`config.mk`:
```
export PLATFORM = sky130hd
export DESIGN_NAME = gpio_sync_error_pin_control
export DESIGN_NICKNAME = d
export VERILOG_FILES = /design/src/gpio_sync_error_pin_control_pkg.sv /design/src/gpio_sync_error_pin_control.sv
export SDC_FILE = /design/constraint.sdc
export NUM_CORES = 1
export LEC_CHECK = 0
export ABC_AREA = 0
export ABC_CLOCK_PERIOD_IN_PS = 2750
export BUFFER_PORTS_ARGS = -buffer_cell sky130_fd_sc_hd__buf_2
export CORE_MARGIN = 5
export CORE_UTILIZATION = 44
export DETAILED_ROUTE_END_ITERATION = 12
export PLACE_DENSITY_LB_ADDON = 0.3
export SYNTH_ARGS = -nofsm -noshare
export SYNTH_HDL_FRONTEND = slang
export SYNTH_SLANG_ARGS = --single-unit
```
`constraint.sdc`:
```
create_clock -name i_mclk -period 2.75 [get_ports i_mclk]
set_input_delay 0.275 -clock i_mclk [delete_from_list [all_inputs] [get_ports i_mclk]]
set_output_delay 0.275 -clock i_mclk [all_outputs]
set_load 0.01 [all_outputs]
```
`src/gpio_sync_error_pin_control_pkg.sv`:
```
/*
  Constants for the pin configuration block: register indices, byte
  addresses, field positions, reset values, error pin modes and
  interrupt bit positions.
  Assumes a 32-bit word bus where byte address = 4 x register index.
*/
package gpio_sync_error_pin_control_pkg;

  // Register indices and their byte addresses
  localparam logic [5:0] IDX_PIN_CFG   = 6'h06;
  localparam logic [5:0] IDX_IRQ_STAT  = 6'h10;
  localparam logic [5:0] IDX_IRQ_CLR   = 6'h11;
  localparam logic [5:0] IDX_IRQ_EN    = 6'h12;
  localparam logic [5:0] IDX_SETTLE    = 6'h13;
  localparam int         ADDR_W        = 8;

  // Pin configuration fields
  localparam int          CFG_W          = 16;
  localparam logic [15:0] PIN_CFG_RESET  = 16'h0800;
  localparam int          BIT_UPPER_EN   = 13;
  localparam int          BIT_MUX_DRIVE  = 12;
  localparam int          BIT_SYNC_EN    = 11;
  localparam int          FAULT_MODE_HI  = 10;
  localparam int          FAULT_MODE_LO  = 9;
  localparam int          BIT_FAULT_LVL  = 8;

  // Error pin modes
  localparam logic [1:0] FAULT_OFF      = 2'h0;
  localparam logic [1:0] FAULT_INPUT    = 2'h1;
  localparam logic [1:0] FAULT_DRAIN    = 2'h2;
  localparam logic [1:0] FAULT_GPO      = 2'h3;

  // External multiplexer sequence span
  localparam logic [4:0] MUX_SPAN       = 5'h10;

  // Interrupt bits
  localparam int         IRQ_W          = 4;
  localparam int         IRQ_WITHHELD   = 0;
  localparam int         IRQ_RELEASED   = 1;
  localparam int         IRQ_MUX_WRAP   = 2;
  localparam int         IRQ_FAULT_IN   = 3;

  // Settling delay register
  localparam int          SETTLE_W      = 16;
  localparam logic [15:0] SETTLE_RESET  = 16'h0000;

  // Sequencer states
  typedef enum logic [2:0] {
    S_IDLE   = 3'b001,
    S_SETTLE = 3'b010,
    S_HOLD   = 3'b100
  } seq_state_t;

endpackage : gpio_sync_error_pin_control_pkg

```
`src/gpio_sync_error_pin_control.sv`:
```
/*
  Pin configuration register with external mux drive, sync input
  handling (plain reset or gated start) and error pin modes.
  Assumes one 125 MHz clock, a simple strobe register port, and a
  channel sequencer on the same clock that pulses i_chan_switch.
*/
// Implementation choice: the strobed register port.
module gpio_sync_error_pin_control
  import gpio_sync_error_pin_control_pkg::*;
(
  // Clock and reset
  input  wire logic                 i_mclk,
  input  wire logic                 i_rst_n,
  // Register port
  input  wire logic [ADDR_W-1:0]    i_addr,
  input  wire logic [31:0]          i_wdata,
  input  wire logic                 i_wr,
  input  wire logic                 i_rd,
  output logic      [31:0]          o_rdata,
  // Channel sequencer and mode inputs
  input  wire logic                 i_chan_switch,
  input  wire logic [3:0]           i_chan_index,
  input  wire logic                 i_multi_chan,
  input  wire logic                 i_gated_sync_select,
  input  wire logic                 i_status_err,
  // Pins
  input  wire logic                 i_sync_pin_n,
  input  wire logic                 i_fault_pin,
  output logic                      o_fault_pin_out,
  output logic                      o_fault_pin_oe,
  output logic      [3:0]           o_mux_sel,
  output logic                      o_mux_oe,
  output logic                      o_upper_outputs_enable,
  // Converter control
  output logic                      o_conv_reset,
  output logic                      o_conv_start,
  output logic                      o_conv_withheld,
  output logic                      o_ext_err,
  // Interrupt
  output logic                      o_irq
);

  // Decode shared by read and write paths
  function automatic logic hit(input logic [ADDR_W-1:0] a, input logic [5:0] idx);
    hit = (a == {idx, 2'b00});
  endfunction : hit

  // Configuration state
  logic                upper_en_r,   upper_en_nxt;
  logic                mux_drive_r,  mux_drive_nxt;
  logic                sync_en_r,    sync_en_nxt;
  logic [1:0]          fault_mode_r, fault_mode_nxt;
  logic                fault_lvl_r,  fault_lvl_nxt;
  logic [SETTLE_W-1:0] settle_r,     settle_nxt;
  logic [IRQ_W-1:0]    irq_en_r,     irq_en_nxt;
  logic [IRQ_W-1:0]    irq_stat_r,   irq_stat_nxt;
  logic [31:0]         rdata_r,      rdata_nxt;
  logic                irq_r,        irq_nxt;

  // Pin synchronisers
  logic                sync_ff1_r, sync_ff2_r, sync_ff3_r, sync_lvl_r, sync_lvl_nxt;
  logic                flt_ff1_r,  flt_ff2_r,  flt_ff3_r,  flt_lvl_r,  flt_lvl_nxt;

  // Sequencer state
  seq_state_t          state_r,      state_nxt;
  logic [SETTLE_W-1:0] cnt_r,        cnt_nxt;
  logic [3:0]          mux_sel_r,    mux_sel_nxt;
  logic [4:0]          chan_cnt_r,   chan_cnt_nxt;
  logic                start_r,      start_nxt;
  logic                creset_r,     creset_nxt;
  logic                fpin_out_r,   fpin_out_nxt;
  logic                fpin_oe_r,    fpin_oe_nxt;
  logic                ext_err_r,    ext_err_nxt;
  logic                gated_mode;
  logic                sync_rise;
  logic [IRQ_W-1:0]    events;

  assign gated_mode = sync_en_r & i_gated_sync_select & i_multi_chan;
  assign sync_rise  = sync_lvl_nxt & ~sync_lvl_r;

  // Pin filters: a level counts once the second and third stages agree
  always_comb begin
    sync_lvl_nxt = (sync_ff2_r == sync_ff3_r) ? sync_ff3_r : sync_lvl_r;
    flt_lvl_nxt  = (flt_ff2_r == flt_ff3_r) ? flt_ff3_r : flt_lvl_r;
  end

  always_ff @(posedge i_mclk) begin
    if (!i_rst_n) begin
      {sync_ff1_r, sync_ff2_r, sync_ff3_r, sync_lvl_r} <= 4'hf;
      {flt_ff1_r, flt_ff2_r, flt_ff3_r, flt_lvl_r}     <= 4'hf;
    end else begin
      sync_ff1_r <= i_sync_pin_n;
      sync_ff2_r <= sync_ff1_r;
      sync_ff3_r <= sync_ff2_r;
      sync_lvl_r <= sync_lvl_nxt;
      flt_ff1_r  <= i_fault_pin;
      flt_ff2_r  <= flt_ff1_r;
      flt_ff3_r  <= flt_ff2_r;
      flt_lvl_r  <= flt_lvl_nxt;
    end
  end

  // Register writes, reads and interrupt status
  always_comb begin
    upper_en_nxt   = upper_en_r;
    mux_drive_nxt  = mux_drive_r;
    sync_en_nxt    = sync_en_r;
    fault_mode_nxt = fault_mode_r;
    fault_lvl_nxt  = fault_lvl_r;
    settle_nxt     = settle_r;
    irq_en_nxt     = irq_en_r;
    irq_stat_nxt   = irq_stat_r;
    rdata_nxt      = 32'h0000_0000;
    if (i_wr && hit(i_addr, IDX_PIN_CFG)) begin
      upper_en_nxt   = i_wdata[BIT_UPPER_EN];
      mux_drive_nxt  = i_wdata[BIT_MUX_DRIVE];
      sync_en_nxt    = i_wdata[BIT_SYNC_EN];
      fault_mode_nxt = i_wdata[FAULT_MODE_HI:FAULT_MODE_LO];
      fault_lvl_nxt  = i_wdata[BIT_FAULT_LVL];
    end
    if (i_wr && hit(i_addr, IDX_SETTLE)) settle_nxt = i_wdata[SETTLE_W-1:0];
    if (i_wr && hit(i_addr, IDX_IRQ_EN)) irq_en_nxt = i_wdata[IRQ_W-1:0];
    if (i_wr && hit(i_addr, IDX_IRQ_CLR)) irq_stat_nxt = irq_stat_r & ~i_wdata[IRQ_W-1:0];
    // Set after clear so a same-cycle event is never lost
    irq_stat_nxt = irq_stat_nxt | events;
    if (i_rd) begin
      if (hit(i_addr, IDX_PIN_CFG)) begin
        // Reserved top bits and unmodelled low byte read zero
        rdata_nxt[CFG_W-1:CFG_W-2]              = 2'h0;
        rdata_nxt[BIT_UPPER_EN]                 = upper_en_r;
        rdata_nxt[BIT_MUX_DRIVE]                = mux_drive_r;
        rdata_nxt[BIT_SYNC_EN]                  = sync_en_r;
        rdata_nxt[FAULT_MODE_HI:FAULT_MODE_LO]  = fault_mode_r;
        rdata_nxt[BIT_FAULT_LVL] = (fault_mode_r == FAULT_INPUT) ? flt_lvl_r
                                                                 : fault_lvl_r;
      end else if (hit(i_addr, IDX_IRQ_STAT)) begin
        rdata_nxt[IRQ_W-1:0] = irq_stat_r;
      end else if (hit(i_addr, IDX_IRQ_EN)) begin
        rdata_nxt[IRQ_W-1:0] = irq_en_r;
      end else if (hit(i_addr, IDX_SETTLE)) begin
        rdata_nxt[SETTLE_W-1:0] = settle_r;
      end
    end
    irq_nxt = |(irq_stat_r & irq_en_r);
  end

  always_ff @(posedge i_mclk) begin
    if (!i_rst_n) begin
      upper_en_r   <= PIN_CFG_RESET[BIT_UPPER_EN];
      mux_drive_r  <= PIN_CFG_RESET[BIT_MUX_DRIVE];
      sync_en_r    <= PIN_CFG_RESET[BIT_SYNC_EN];
      fault_mode_r <= PIN_CFG_RESET[FAULT_MODE_HI:FAULT_MODE_LO];
      fault_lvl_r  <= PIN_CFG_RESET[BIT_FAULT_LVL];
      settle_r     <= SETTLE_RESET;
      irq_en_r     <= '0;
      irq_stat_r   <= '0;
      rdata_r      <= 32'h0000_0000;
      irq_r        <= 1'b0;
    end else begin
      upper_en_r   <= upper_en_nxt;
      mux_drive_r  <= mux_drive_nxt;
      sync_en_r    <= sync_en_nxt;
      fault_mode_r <= fault_mode_nxt;
      fault_lvl_r  <= fault_lvl_nxt;
      settle_r     <= settle_nxt;
      irq_en_r     <= irq_en_nxt;
      irq_stat_r   <= irq_stat_nxt;
      rdata_r      <= rdata_nxt;
      irq_r        <= irq_nxt;
    end
  end

  // Channel sequencing, settling and sync gating
  always_comb begin
    state_nxt    = state_r;
    cnt_nxt      = cnt_r;
    mux_sel_nxt  = mux_sel_r;
    chan_cnt_nxt = chan_cnt_r;
    start_nxt    = 1'b0;
    events       = '0;
    // Plain sync mode: low level holds modulator and filter in reset
    creset_nxt   = sync_en_r & ~gated_mode & ~sync_lvl_nxt;
    unique case (state_r)
      S_IDLE:   ;
      S_SETTLE: begin
        if (cnt_r == '0) begin
          start_nxt = 1'b1;
          state_nxt = S_IDLE;
        end else begin
          cnt_nxt = cnt_r - 1'b1;
        end
      end
      S_HOLD: begin
        // Rising sync, or leaving gated mode, lets the channel go on
        if (sync_rise || !gated_mode) begin
          state_nxt = S_SETTLE;
          events[IRQ_RELEASED] = 1'b1;
        end
      end
    endcase
    if (i_chan_switch) begin
      // Only the select pins move; input pair choice stays per channel
      mux_sel_nxt = i_chan_index;
      cnt_nxt     = settle_r;
      if (gated_mode && !sync_lvl_nxt) begin
        state_nxt = S_HOLD;
        events[IRQ_WITHHELD] = 1'b1;
      end else begin
        state_nxt = S_SETTLE;
      end
      if (mux_drive_r) begin
        // Host must move to the next input pair after a full span
        if (chan_cnt_r == MUX_SPAN - 5'h01) begin
          chan_cnt_nxt = 5'h00;
          events[IRQ_MUX_WRAP] = 1'b1;
        end else begin
          chan_cnt_nxt = chan_cnt_r + 5'h01;
        end
      end
    end
    events[IRQ_FAULT_IN] = (fault_mode_r == FAULT_INPUT) & ~flt_lvl_nxt & flt_lvl_r;
  end

  always_ff @(posedge i_mclk) begin
    if (!i_rst_n) begin
      state_r    <= S_IDLE;
      cnt_r      <= '0;
      mux_sel_r  <= 4'h0;
      chan_cnt_r <= 5'h00;
      start_r    <= 1'b0;
      creset_r   <= 1'b0;
    end else begin
      state_r    <= state_nxt;
      cnt_r      <= cnt_nxt;
      mux_sel_r  <= mux_sel_nxt;
      chan_cnt_r <= chan_cnt_nxt;
      start_r    <= start_nxt;
      creset_r   <= creset_nxt;
    end
  end

  // Error pin drive per mode
  always_comb begin
    fpin_out_nxt = 1'b1;
    fpin_oe_nxt  = 1'b0;
    ext_err_nxt  = 1'b0;
    unique case (fault_mode_nxt)
      FAULT_OFF:   ;
      FAULT_INPUT: ext_err_nxt = ~flt_lvl_nxt;
      FAULT_DRAIN: begin
        // Open drain: pull low only on error, wired-OR across parts
        fpin_out_nxt = 1'b0;
        fpin_oe_nxt  = i_status_err;
      end
      FAULT_GPO: begin
        fpin_out_nxt = fault_lvl_nxt;
        fpin_oe_nxt  = 1'b1;
      end
    endcase
  end

  always_ff @(posedge i_mclk) begin
    if (!i_rst_n) begin
      fpin_out_r <= 1'b1;
      fpin_oe_r  <= 1'b0;
      ext_err_r  <= 1'b0;
    end else begin
      fpin_out_r <= fpin_out_nxt;
      fpin_oe_r  <= fpin_oe_nxt;
      ext_err_r  <= ext_err_nxt;
    end
  end

  // Outputs, all from flops but o_conv_withheld, decoded from state_r
  assign o_rdata                = rdata_r;
  assign o_irq                  = irq_r;
  assign o_mux_sel              = mux_sel_r;
  assign o_mux_oe               = mux_drive_r;
  assign o_upper_outputs_enable = upper_en_r;
  assign o_conv_reset           = creset_r;
  assign o_conv_start           = start_r;
  assign o_conv_withheld        = (state_r == S_HOLD);
  assign o_fault_pin_out        = fpin_out_r;
  assign o_fault_pin_oe         = fpin_oe_r;
  assign o_ext_err              = ext_err_r;
endmodule : gpio_sync_error_pin_control

```
# Word level (Yosys, flattened, before mapping)

Index checks and enable logic that the tools add are counted.

Input bits: 54
Register bits: 104
Output and inout bits: 45
Logic and storage cells: 118

Equal/unequal tests: 17
$add $sub $neg: 2
Reductions and logical operators: 20
Muxes and demuxes: 31
Bitwise logic cells: 18

Operators with widths:

| cell                    | count |
|---|---|
| $mux W16                | 4 |
| $eq A8 B7 Y1 const B    | 4 |
| $mux W12                | 2 |
| $logic_not A16 Y1       | 1 |
| $sub A16 B1 Y16 const B | 1 |
| $mux W1                 | 12 |
| $mux W3                 | 4 |
| $mux W4                 | 3 |
| $reduce_and A2 Y1       | 5 |
| $and A4 B4 Y4           | 2 |
| $eq A8 B5 Y1 const B    | 1 |
| $mux W8                 | 1 |
| $and A1 B1 Y1           | 7 |
| $not A1 Y1              | 7 |
| $pmux W3 S2             | 1 |
| $reduce_or A6 Y1        | 1 |
| $add A5 B1 Y5 const B   | 1 |
| $eq A5 B4 Y1 const B    | 1 |
| $logic_and A1 B1 Y1     | 5 |
| $mux W5                 | 1 |
| $eq A2 B1 Y1 const B    | 2 |
| $eq A2 B2 Y1 const B    | 2 |
| $not A4 Y4              | 1 |
| $or A4 B4 Y4            | 1 |
| other kinds (15)        | 18 |

# Depth between registers and ports, before layout

Gate-level depths: netlist (run 1).

Word-level depth: 7
Depth in mapped cells: 7
Mapped depth without buffers: 6

# Least setup slack after synthesis (run 1)

No wires, ideal clock.

Path type: register to register
Start point: reg cnt_r[7]
End point: reg cnt_r[15]
Slack: 0.465 ns
Required time: 2.676 ns
Stages on the path, launching flop included: 7
Data arrival time: 2.211 ns
Cell sequence: dfxtp_1 > or4_1 > buf_2 > or4_1 > buf_2 > or4_1 > a31oi_1

Longest elaborated chain between the ends: 4

Ends and longest elaborated chain:

| what                   | RTL line                           | text |
|---|---|---|
| start, declared        | gpio_sync_error_pin_control.sv:66  | `logic [SETTLE_W-1:0] cnt_r, cnt_nxt;` |
| start signal, assigned | gpio_sync_error_pin_control.sv:234 | `cnt_r <= cnt_nxt;` |
| $sub A16 B1 Y16        | gpio_sync_error_pin_control.sv:190 | `cnt_nxt = cnt_r - 1'b1;` |
| $mux W16               | gpio_sync_error_pin_control.sv:186 | `if (cnt_r == '0) begin` |
| $mux W16               | gpio_sync_error_pin_control.sv:183 | `unique case (state_r)` |
| $mux W16               | gpio_sync_error_pin_control.sv:201 | `if (i_chan_switch) begin` |

Parallel ways exist; a longest one is shown, timed or not. The select of a mux whose other input is x is not followed.
A chain may end at the register's enable or synchronous reset.

# Final worst setup path (run 1)

Start point: reg cnt_r[7]
End point: reg cnt_r[12]

Same word-level chain as after synthesis.

==> results.py, run 1 <==
metrics = {
    "grt": {
        "grt_antenna_before_repair": 0,
        "grt.met2_usage": 0.275,
        "grt_max_degree": 39,
        "grt_overflow": 0,
        "gr-max-usage-layer": "met2",
        "global_route.usage.met3": 0.0348,
        "first_global_vias": 2923,
        "first_pass_grt_wire_length_um": 13900,
        "global_route.usage.met1": 0.220,
        "globalRouteTotalUtil": 0.166,
    },
    "synth": {
        "ys_async_sr_fraction": 0,
        "synth_top_area_share": 0.473,
        "cell_types_occupying_the_most_area_after_synthesis": "sky130_fd_sc_hd__dfxtp_1, sky130_fd_sc_hd__mux2i_1, sky130_fd_sc_hd__nor2_1",
        "fraction_of_the_yosys_area_taken_by_sequential_cells": 0.473,
        "yosysWarningCount": 0,
        "post-synth-top-count-cell": "sky130_fd_sc_hd__dfxtp_1",
        "ys_dominant_reg_cell": "sky130_fd_sc_hd__dfxtp_1",
        "synth_top_cell_by_area": "sky130_fd_sc_hd__dfxtp_1",
        "synth_edf_count": 0,
        "synth.lib_cells_used.distinct": 53,
        "syn_inst": 396,
        "synth_seq_cells": 88,
        "netlist_top_cells_count": "sky130_fd_sc_hd__dfxtp_1, sky130_fd_sc_hd__nor2_1, sky130_fd_sc_hd__mux2i_1, sky130_fd_sc_hd__o21ai_0, sky130_fd_sc_hd__clkbuf_1",
        "netlist_area_sq_um": 3720,
        "synth.avg_cell_area_sq_um": 9.41,
    },
    "power": {
        "reported_net_switching_power_mw": 0.594,
        "power_switching_share": 0.246,
        "power.density_nw_per_um2": 559,
        "internal_power_mw": 1.82,
        "p_leak_nw": 1.98,
        "power.total_mw": 2.41,
        "power_frac_clock": 0.377,
        "max-vdd-ir-drop_v": 0.000321,
        "power_frac_comb": 0.078,
        "seq_power_share": 0.545,
    },
    "place": {
        "detailedPlacementHpwl_um": 6000,
        "gp_congestion": 0.881,
        "placement.io_buffers": 66,
    },
    "critical_path": {
        "critical_path.endpoint_type": "flip-flop",
        "crit_type": "reg2reg",
        "worstReg2RegStart": "cnt_r[7]$_SDFFE_PN0P_",
        "biggest_fanout_along_the_worst_timing_path": 10,
        "reg2reg_to": "cnt_r[12]$_SDFFE_PN0P_",
        "critical_path_data_required_time_ps": 3030,
        "ff2ff_setup_slack_ps": 270,
        "timing.critical_path.from_type": "flip-flop",
        "crit_arrival_ps": 2770,
        "number_of_cells_traversed_by_the_worst_register_to_register_path": 4,
    },
    "cts": {
        "cts.repair.resized": 0,
        "cts_buffers": 9,
        "cts.path.max_buffers": 2,
        "tritoncts": "built",
        "clkSinkCount": 88,
        "cts_post_setup_buffers_inserted": 0,
        "cts-hold-fix-buffers": 0,
        "htreeDepth": 3,
        "cts_clk_pin_slew_worst_paths_ps": 90,
        "cts.root.buffer_cell": "sky130_fd_sc_hd__clkbuf_8",
        "insertion_delay_ps": 350,
    },
    "sta": {
        "setup_total_negative_slack_ps": 0,
        "worstMarginPinSlew_ps": 711,
        "min_period_over_period": 0.903,
        "finalSetupViolations": 0,
        "max_clock_freq_ghz": 0.403,
        "timing.final.max_slew_violations": 0,
        "timing_hold_violations_final": 0,
        "fin_worst_skew_ps": 14.1,
        "unrepaired_setup_endpoints_after_global_routing": "no",
        "slew-limit-headroom": 0.522,
        "finalCriticalPeriod_ps": 2480,
    },
    "route": {
        "route.vias.total": 3067,
        "detail_route.drc_violations": 0,
        "ant_nets": 0,
        "avgRoutedWirePerCell_um": 14.5,
        "vias_per_cell": 5.40,
        "drt_first_pass_iters": 4,
        "drt_iter0_markers": 181,
        "wirelength_um": 8220,
    },
    "floorplan": {
        "floorplan.initialDensity": 0.453,
        "die_height_um": 102,
        "coreArea_sq_um": 8220,
        "top_level_ports": 99,
        "die_area_sq_um": 10400,
        "std_cell_rows": 33,
        "fp.dieW_um": 102,
    },
    "run": {
        "drv_cap": 0,
    },
    "final_layout": {
        "diodes": 0,
        "final_layout_size_suffix_gt1_frac": 0.216,
        "num-nets-final": 514,
        "num-fill-cells": 774,
        "relative_area_change_from_synthesis_to_final_layout_pct": 15.7,
    },
    "worst_hold_path": {
        "hold_path_sink": "sync_ff1_r$_SDFF_PN1_",
        "worst_hold_path_cells": 2,
        "min_path_type": "in2reg",
        "hp-start": "i_sync_pin_n",
    },
    "outcome": {
        "outcome": "finished clean",
    },
}
stage by stage:
stage	setup WS (ps)	util	instances	area (sq um)	hold WS, ps
after floorplan	465	-	411	3780	376
after global placement	363	0.500	552	4110	391
after detailed placement	299	0.500	552	4110	403
after CTS	269	0.524	568	4310	82.5
after global routing	140	0.524	568	4310	98.5
final	267	0.524	568	4310	97.3
worst max-delay path, stage by stage, from the launching register on:
cell and delay, ps:
sky130_fd_sc_hd__dfxtp_1 350, sky130_fd_sc_hd__or4_1 640, sky130_fd_sc_hd__or4_1 680, sky130_fd_sc_hd__or4b_1 570, sky130_fd_sc_hd__a31oi_1 170
final cells by class:
| cell class | instances | area, sq um | share of cell area |
|---|---|---|---|
| clock buffer | 10 | 138 | 0.0319 |
| clock inverter | 6 | 66.3 | 0.0154 |
| inverter | 7 | 26.3 | 0.00610 |
| multi-input combinational | 276 | 1780 | 0.413 |
| sequential | 88 | 1760 | 0.409 |
| tap | 105 | 131 | 0.0305 |
| timing repair buffer | 76 | 405 | 0.0941 |
cell usage in the layout, fill, tap and decap left out, drive strengths merged, types with 7 or more instances in the layout:
cell type,netlist,routed
o21ai,21,21
conb,1,16
nand2b,10,10
nor4,7,7
a31oi,13,13
nand2,9,9
a21oi,8,8
buf,22,76
dfxtp,88,88
inv,6,7
and2,8,8
mux2i,36,36
or4,13,13
nor2,49,49
clkbuf,18,10
cells by family (layout without fill, tap and decap cells):
| kind of cell | Yosys count | in the layout | synth area share |
|---|---|---|---|
| compound gates | 75 | 75 | 0.133 |
| xor+xnor | 3 | 3 | 0.00706 |
| fa+ha+maj | 3 | 3 | 0.00940 |
| buf+inv | 47 | 99 | 0.0642 |
| flops | 88 | 88 | 0.473 |
| mux | 38 | 38 | 0.103 |
| other cells | 1 | 16 | 0.00101 |
| simple gates | 141 | 141 | 0.210 |
power by group through the flow:
| stage | sequential, mW | combinational [mW] | clock [mW] |
|---|---|---|---|
| after floorplan | 1.34 | 0.139 | 0 |
| after detailed placement | 1.34 | 0.187 | 0 |
| after global routing | 1.32 | 0.212 | 0.982 |
| final | 1.31 | 0.188 | 0.910 |
| after CTS | 1.31 | 0.188 | 0.932 |
| after global placement | 1.34 | 0.183 | 0 |
registers in the layout (all words and copies together), names as in the netlist, 2 cells and up:
| signal | flops |
|---|---|
| irq_en_r | 4 |
| irq_stat_r | 4 |
| cnt_r | 16 |
| fault_mode_r | 2 |
| o_rdata | 16 |
| chan_cnt_r | 5 |
| state_r | 3 |
| o_mux_sel | 4 |
| settle_r | 16 |
how the worst max path moves through the flow:
stage	startpoint	slack [ps]	end
5_1_grt	cnt_r[7]$_SDFFE_PN0P_	140	cnt_r[13]$_SDFFE_PN0P_
3_3_place_gp	cnt_r[7]$_SDFFE_PN0P_	360	cnt_r[15]$_SDFFE_PN0P_
4_1_cts	cnt_r[7]$_SDFFE_PN0P_	270	cnt_r[12]$_SDFFE_PN0P_
3_5_place_dp	cnt_r[7]$_SDFFE_PN0P_	300	cnt_r[12]$_SDFFE_PN0P_
2_1_floorplan	cnt_r[7]$_SDFFE_PN0P_	460	cnt_r[15]$_SDFFE_PN0P_
6_report	cnt_r[7]$_SDFFE_PN0P_	270	cnt_r[12]$_SDFFE_PN0P_
metal layers:
metal	up-vias	wire [um]
li1	1523	-
met1	1434	3810
met2	104	3740
met3	6	603
met4	0	76
met5	-	0
Power figures use the tool's default switching activity.
==> run 2, diff against run 1 <==
--- a/config.mk
+++ b/config.mk
@@ -8,8 +8,10 @@
 export ABC_AREA = 0
 export ABC_CLOCK_PERIOD_IN_PS = 2750
 export BUFFER_PORTS_ARGS = -buffer_cell sky130_fd_sc_hd__buf_2
+export CELL_PAD_IN_SITES_DETAIL_PLACEMENT = 1
+export CELL_PAD_IN_SITES_GLOBAL_PLACEMENT = 1
 export CORE_MARGIN = 5
-export CORE_UTILIZATION = 44
+export CORE_UTILIZATION = 39
 export DETAILED_ROUTE_END_ITERATION = 12
 export PLACE_DENSITY_LB_ADDON = 0.3
 export SYNTH_ARGS = -nofsm -noshare
==> results.py, run 2 (synthesis gave the netlist of run 1 again) <==
metrics = {
    "outcome": {
        "outcome": "finished clean",
    },
    "grt": {
        "first_global_vias": 3143,
        "grt_antenna_before_repair": 0,
        "grt_overflow": 0,
        "globalRouteTotalUtil": 0.167,
        "first_pass_grt_wire_length_um": 15400,
        "grt_max_degree": 33,
    },
    "route": {
        "ant_nets": 0,
        "drt_first_pass_iters": 4,
        "vias_per_cell": 5.24,
        "drt_iter0_markers": 94,
        "route.vias.total": 3107,
        "wirelength_um": 9430,
        "detail_route.drc_violations": 0,
        "met2WireLength_um": 4580,
        "route.layer.met1.wl_um": 4350,
        "avgRoutedWirePerCell_um": 15.9,
        "highest_layer": "met4",
        "dr_wl_met3_um": 414,
    },
    "sta": {
        "finalCriticalPeriod_ps": 2500,
        "min_period_over_period": 0.909,
        "unrepaired_setup_endpoints_after_global_routing": "no",
        "slew-limit-headroom": 0.524,
        "max_clock_freq_ghz": 0.400,
        "worstMarginPinSlew_ps": 713,
        "setup_total_negative_slack_ps": 0,
        "finalSetupViolations": 0,
        "worst_hold_slack_ps": 94.3,
        "timing.final.max_slew_violations": 0,
        "fin_worst_skew_ps": 12.7,
        "timing_hold_violations_final": 0,
    },
    "critical_path": {
        "ff2ff_setup_slack_ps": 250,
        "biggest_fanout_along_the_worst_timing_path": 10,
        "crit_type": "reg2reg",
        "timing.critical_path.from_type": "flip-flop",
        "cp_launch_point": "cnt_r[7]$_SDFFE_PN0P_",
        "critical_path.endpoint_type": "flip-flop",
        "critical_path_cell_count": 4,
        "reg2reg_to": "cnt_r[15]$_SDFFE_PN0P_",
        "path_buf_inv": 0,
        "critical-path-top-delay-family": "simple AND/OR/NAND/NOR gates",
        "crit_arrival_ps": 2790,
        "number_of_cells_traversed_by_the_worst_register_to_register_path": 4,
        "crit_path_frequent_cell": "sky130_fd_sc_hd__or4_1",
        "critical_path.cell_chain": "or4_1, or4_1, or4_1, a31oi_1",
        "cp-endpoint": "cnt_r[15]$_SDFFE_PN0P_",
        "crit_path_top_delay_cell": "sky130_fd_sc_hd__or4_1",
        "worstReg2RegStart": "cnt_r[7]$_SDFFE_PN0P_",
        "critical_path_data_required_time_ps": 3040,
        "critPathMaxStageDelay_ps": 680,
    },
    "final_layout": {
        "final_layout_size_suffix_gt1_frac": 0.218,
        "final_cells": 593,
        "num-nets-final": 515,
        "final_cell_mix": "sky130_fd_sc_hd__dfxtp_1, sky130_fd_sc_hd__buf_2, sky130_fd_sc_hd__nor2_1, sky130_fd_sc_hd__mux2i_1, sky130_fd_sc_hd__o21ai_0",
        "diodes": 0,
        "fin_area_sq_um": 4340,
        "layout_commonest_cell": "sky130_fd_sc_hd__dfxtp_1",
        "relative_area_change_from_synthesis_to_final_layout_pct": 16.4,
    },
    "floorplan": {
        "die_height_um": 108,
        "fp.dieW_um": 108,
        "floorplan.initialDensity": 0.401,
        "die_area_sq_um": 11600,
        "std_cell_rows": 35,
        "top_level_ports": 99,
        "coreArea_sq_um": 9280,
    },
    "cts": {
        "cts_clk_pin_slew_worst_paths_ps": 90,
        "cts.root.buffer_cell": "sky130_fd_sc_hd__clkbuf_8",
        "insertion_delay_ps": 360,
        "cts-hold-fix-buffers": 0,
        "cts.repair.resized": 0,
        "clkSinkCount": 88,
        "cts.path.max_buffers": 2,
        "htreeDepth": 3,
        "cts_buffers": 9,
        "tritoncts": "built",
        "cts_post_setup_buffers_inserted": 0,
    },
    "place": {
        "gp_congestion": 0.759,
        "detailedPlacementHpwl_um": 7060,
        "placedInstanceArea_sq_um": 4140,
        "dp.cells": 577,
        "placement.io_buffers": 66,
    },
    "power": {
        "power.density_nw_per_um2": 554,
        "power.total_mw": 2.40,
        "p_leak_nw": 1.98,
        "max-vdd-ir-drop_v": 0.000292,
    },
    "worst_hold_path": {
        "min_path_type": "in2reg",
    },
    "run": {
        "drv_cap": 0,
    },
}
-- run 2: layout make-up --
class	instances	area, sq um
Multi-Input combinational cell	276	1780
Clock inverter	7	70.1
Clock buffer	9	124
Inverter	7	26.3
Tap cell	129	161
Fill cell	1122	4950
Timing Repair Buffer	77	413
Sequential cell	88	1760
-- run 2: layer usage --
layer,vias up,track usage
met2,63,0.286
met5,-,0
met3,5,0.0312
li1,1528,-
met1,1511,0.212
met4,0,0.0523
-- run 2: worst min path at each step --
stage / startpoint / end / slack [ps] / cells past startpoint
after CTS: i_fault_pin / flt_ff1_r$_SDFF_PN1_ / 80 / 2
after detailed placement: sync_ff1_r$_SDFF_PN1_ / sync_ff2_r$_SDFF_PN1_ / 410 / 1
after global placement: flt_ff1_r$_SDFF_PN1_ / flt_ff2_r$_SDFF_PN1_ / 390 / 1
after floorplan: i_fault_pin / flt_ff1_r$_SDFF_PN1_ / 380 / 1
after global routing: i_fault_pin / flt_ff1_r$_SDFF_PN1_ / 90 / 2
final: i_fault_pin / flt_ff1_r$_SDFF_PN1_ / 90 / 2
-- run 2: report_power, final --
group          internal (mW)  leakage, nW  switching [mW]
logic                 0.0745         1.16           0.118
registers               1.29        0.714          0.0197
clock network          0.420       0.0994           0.478
-- run 2: through the flow --
step           utilization  setup WS (ps)
2_1_floorplan            -            465
3_3_place_gp         0.446            353
3_5_place_dp         0.446            265
4_1_cts              0.467            249
5_1_grt              0.467            165
6_report             0.467            251
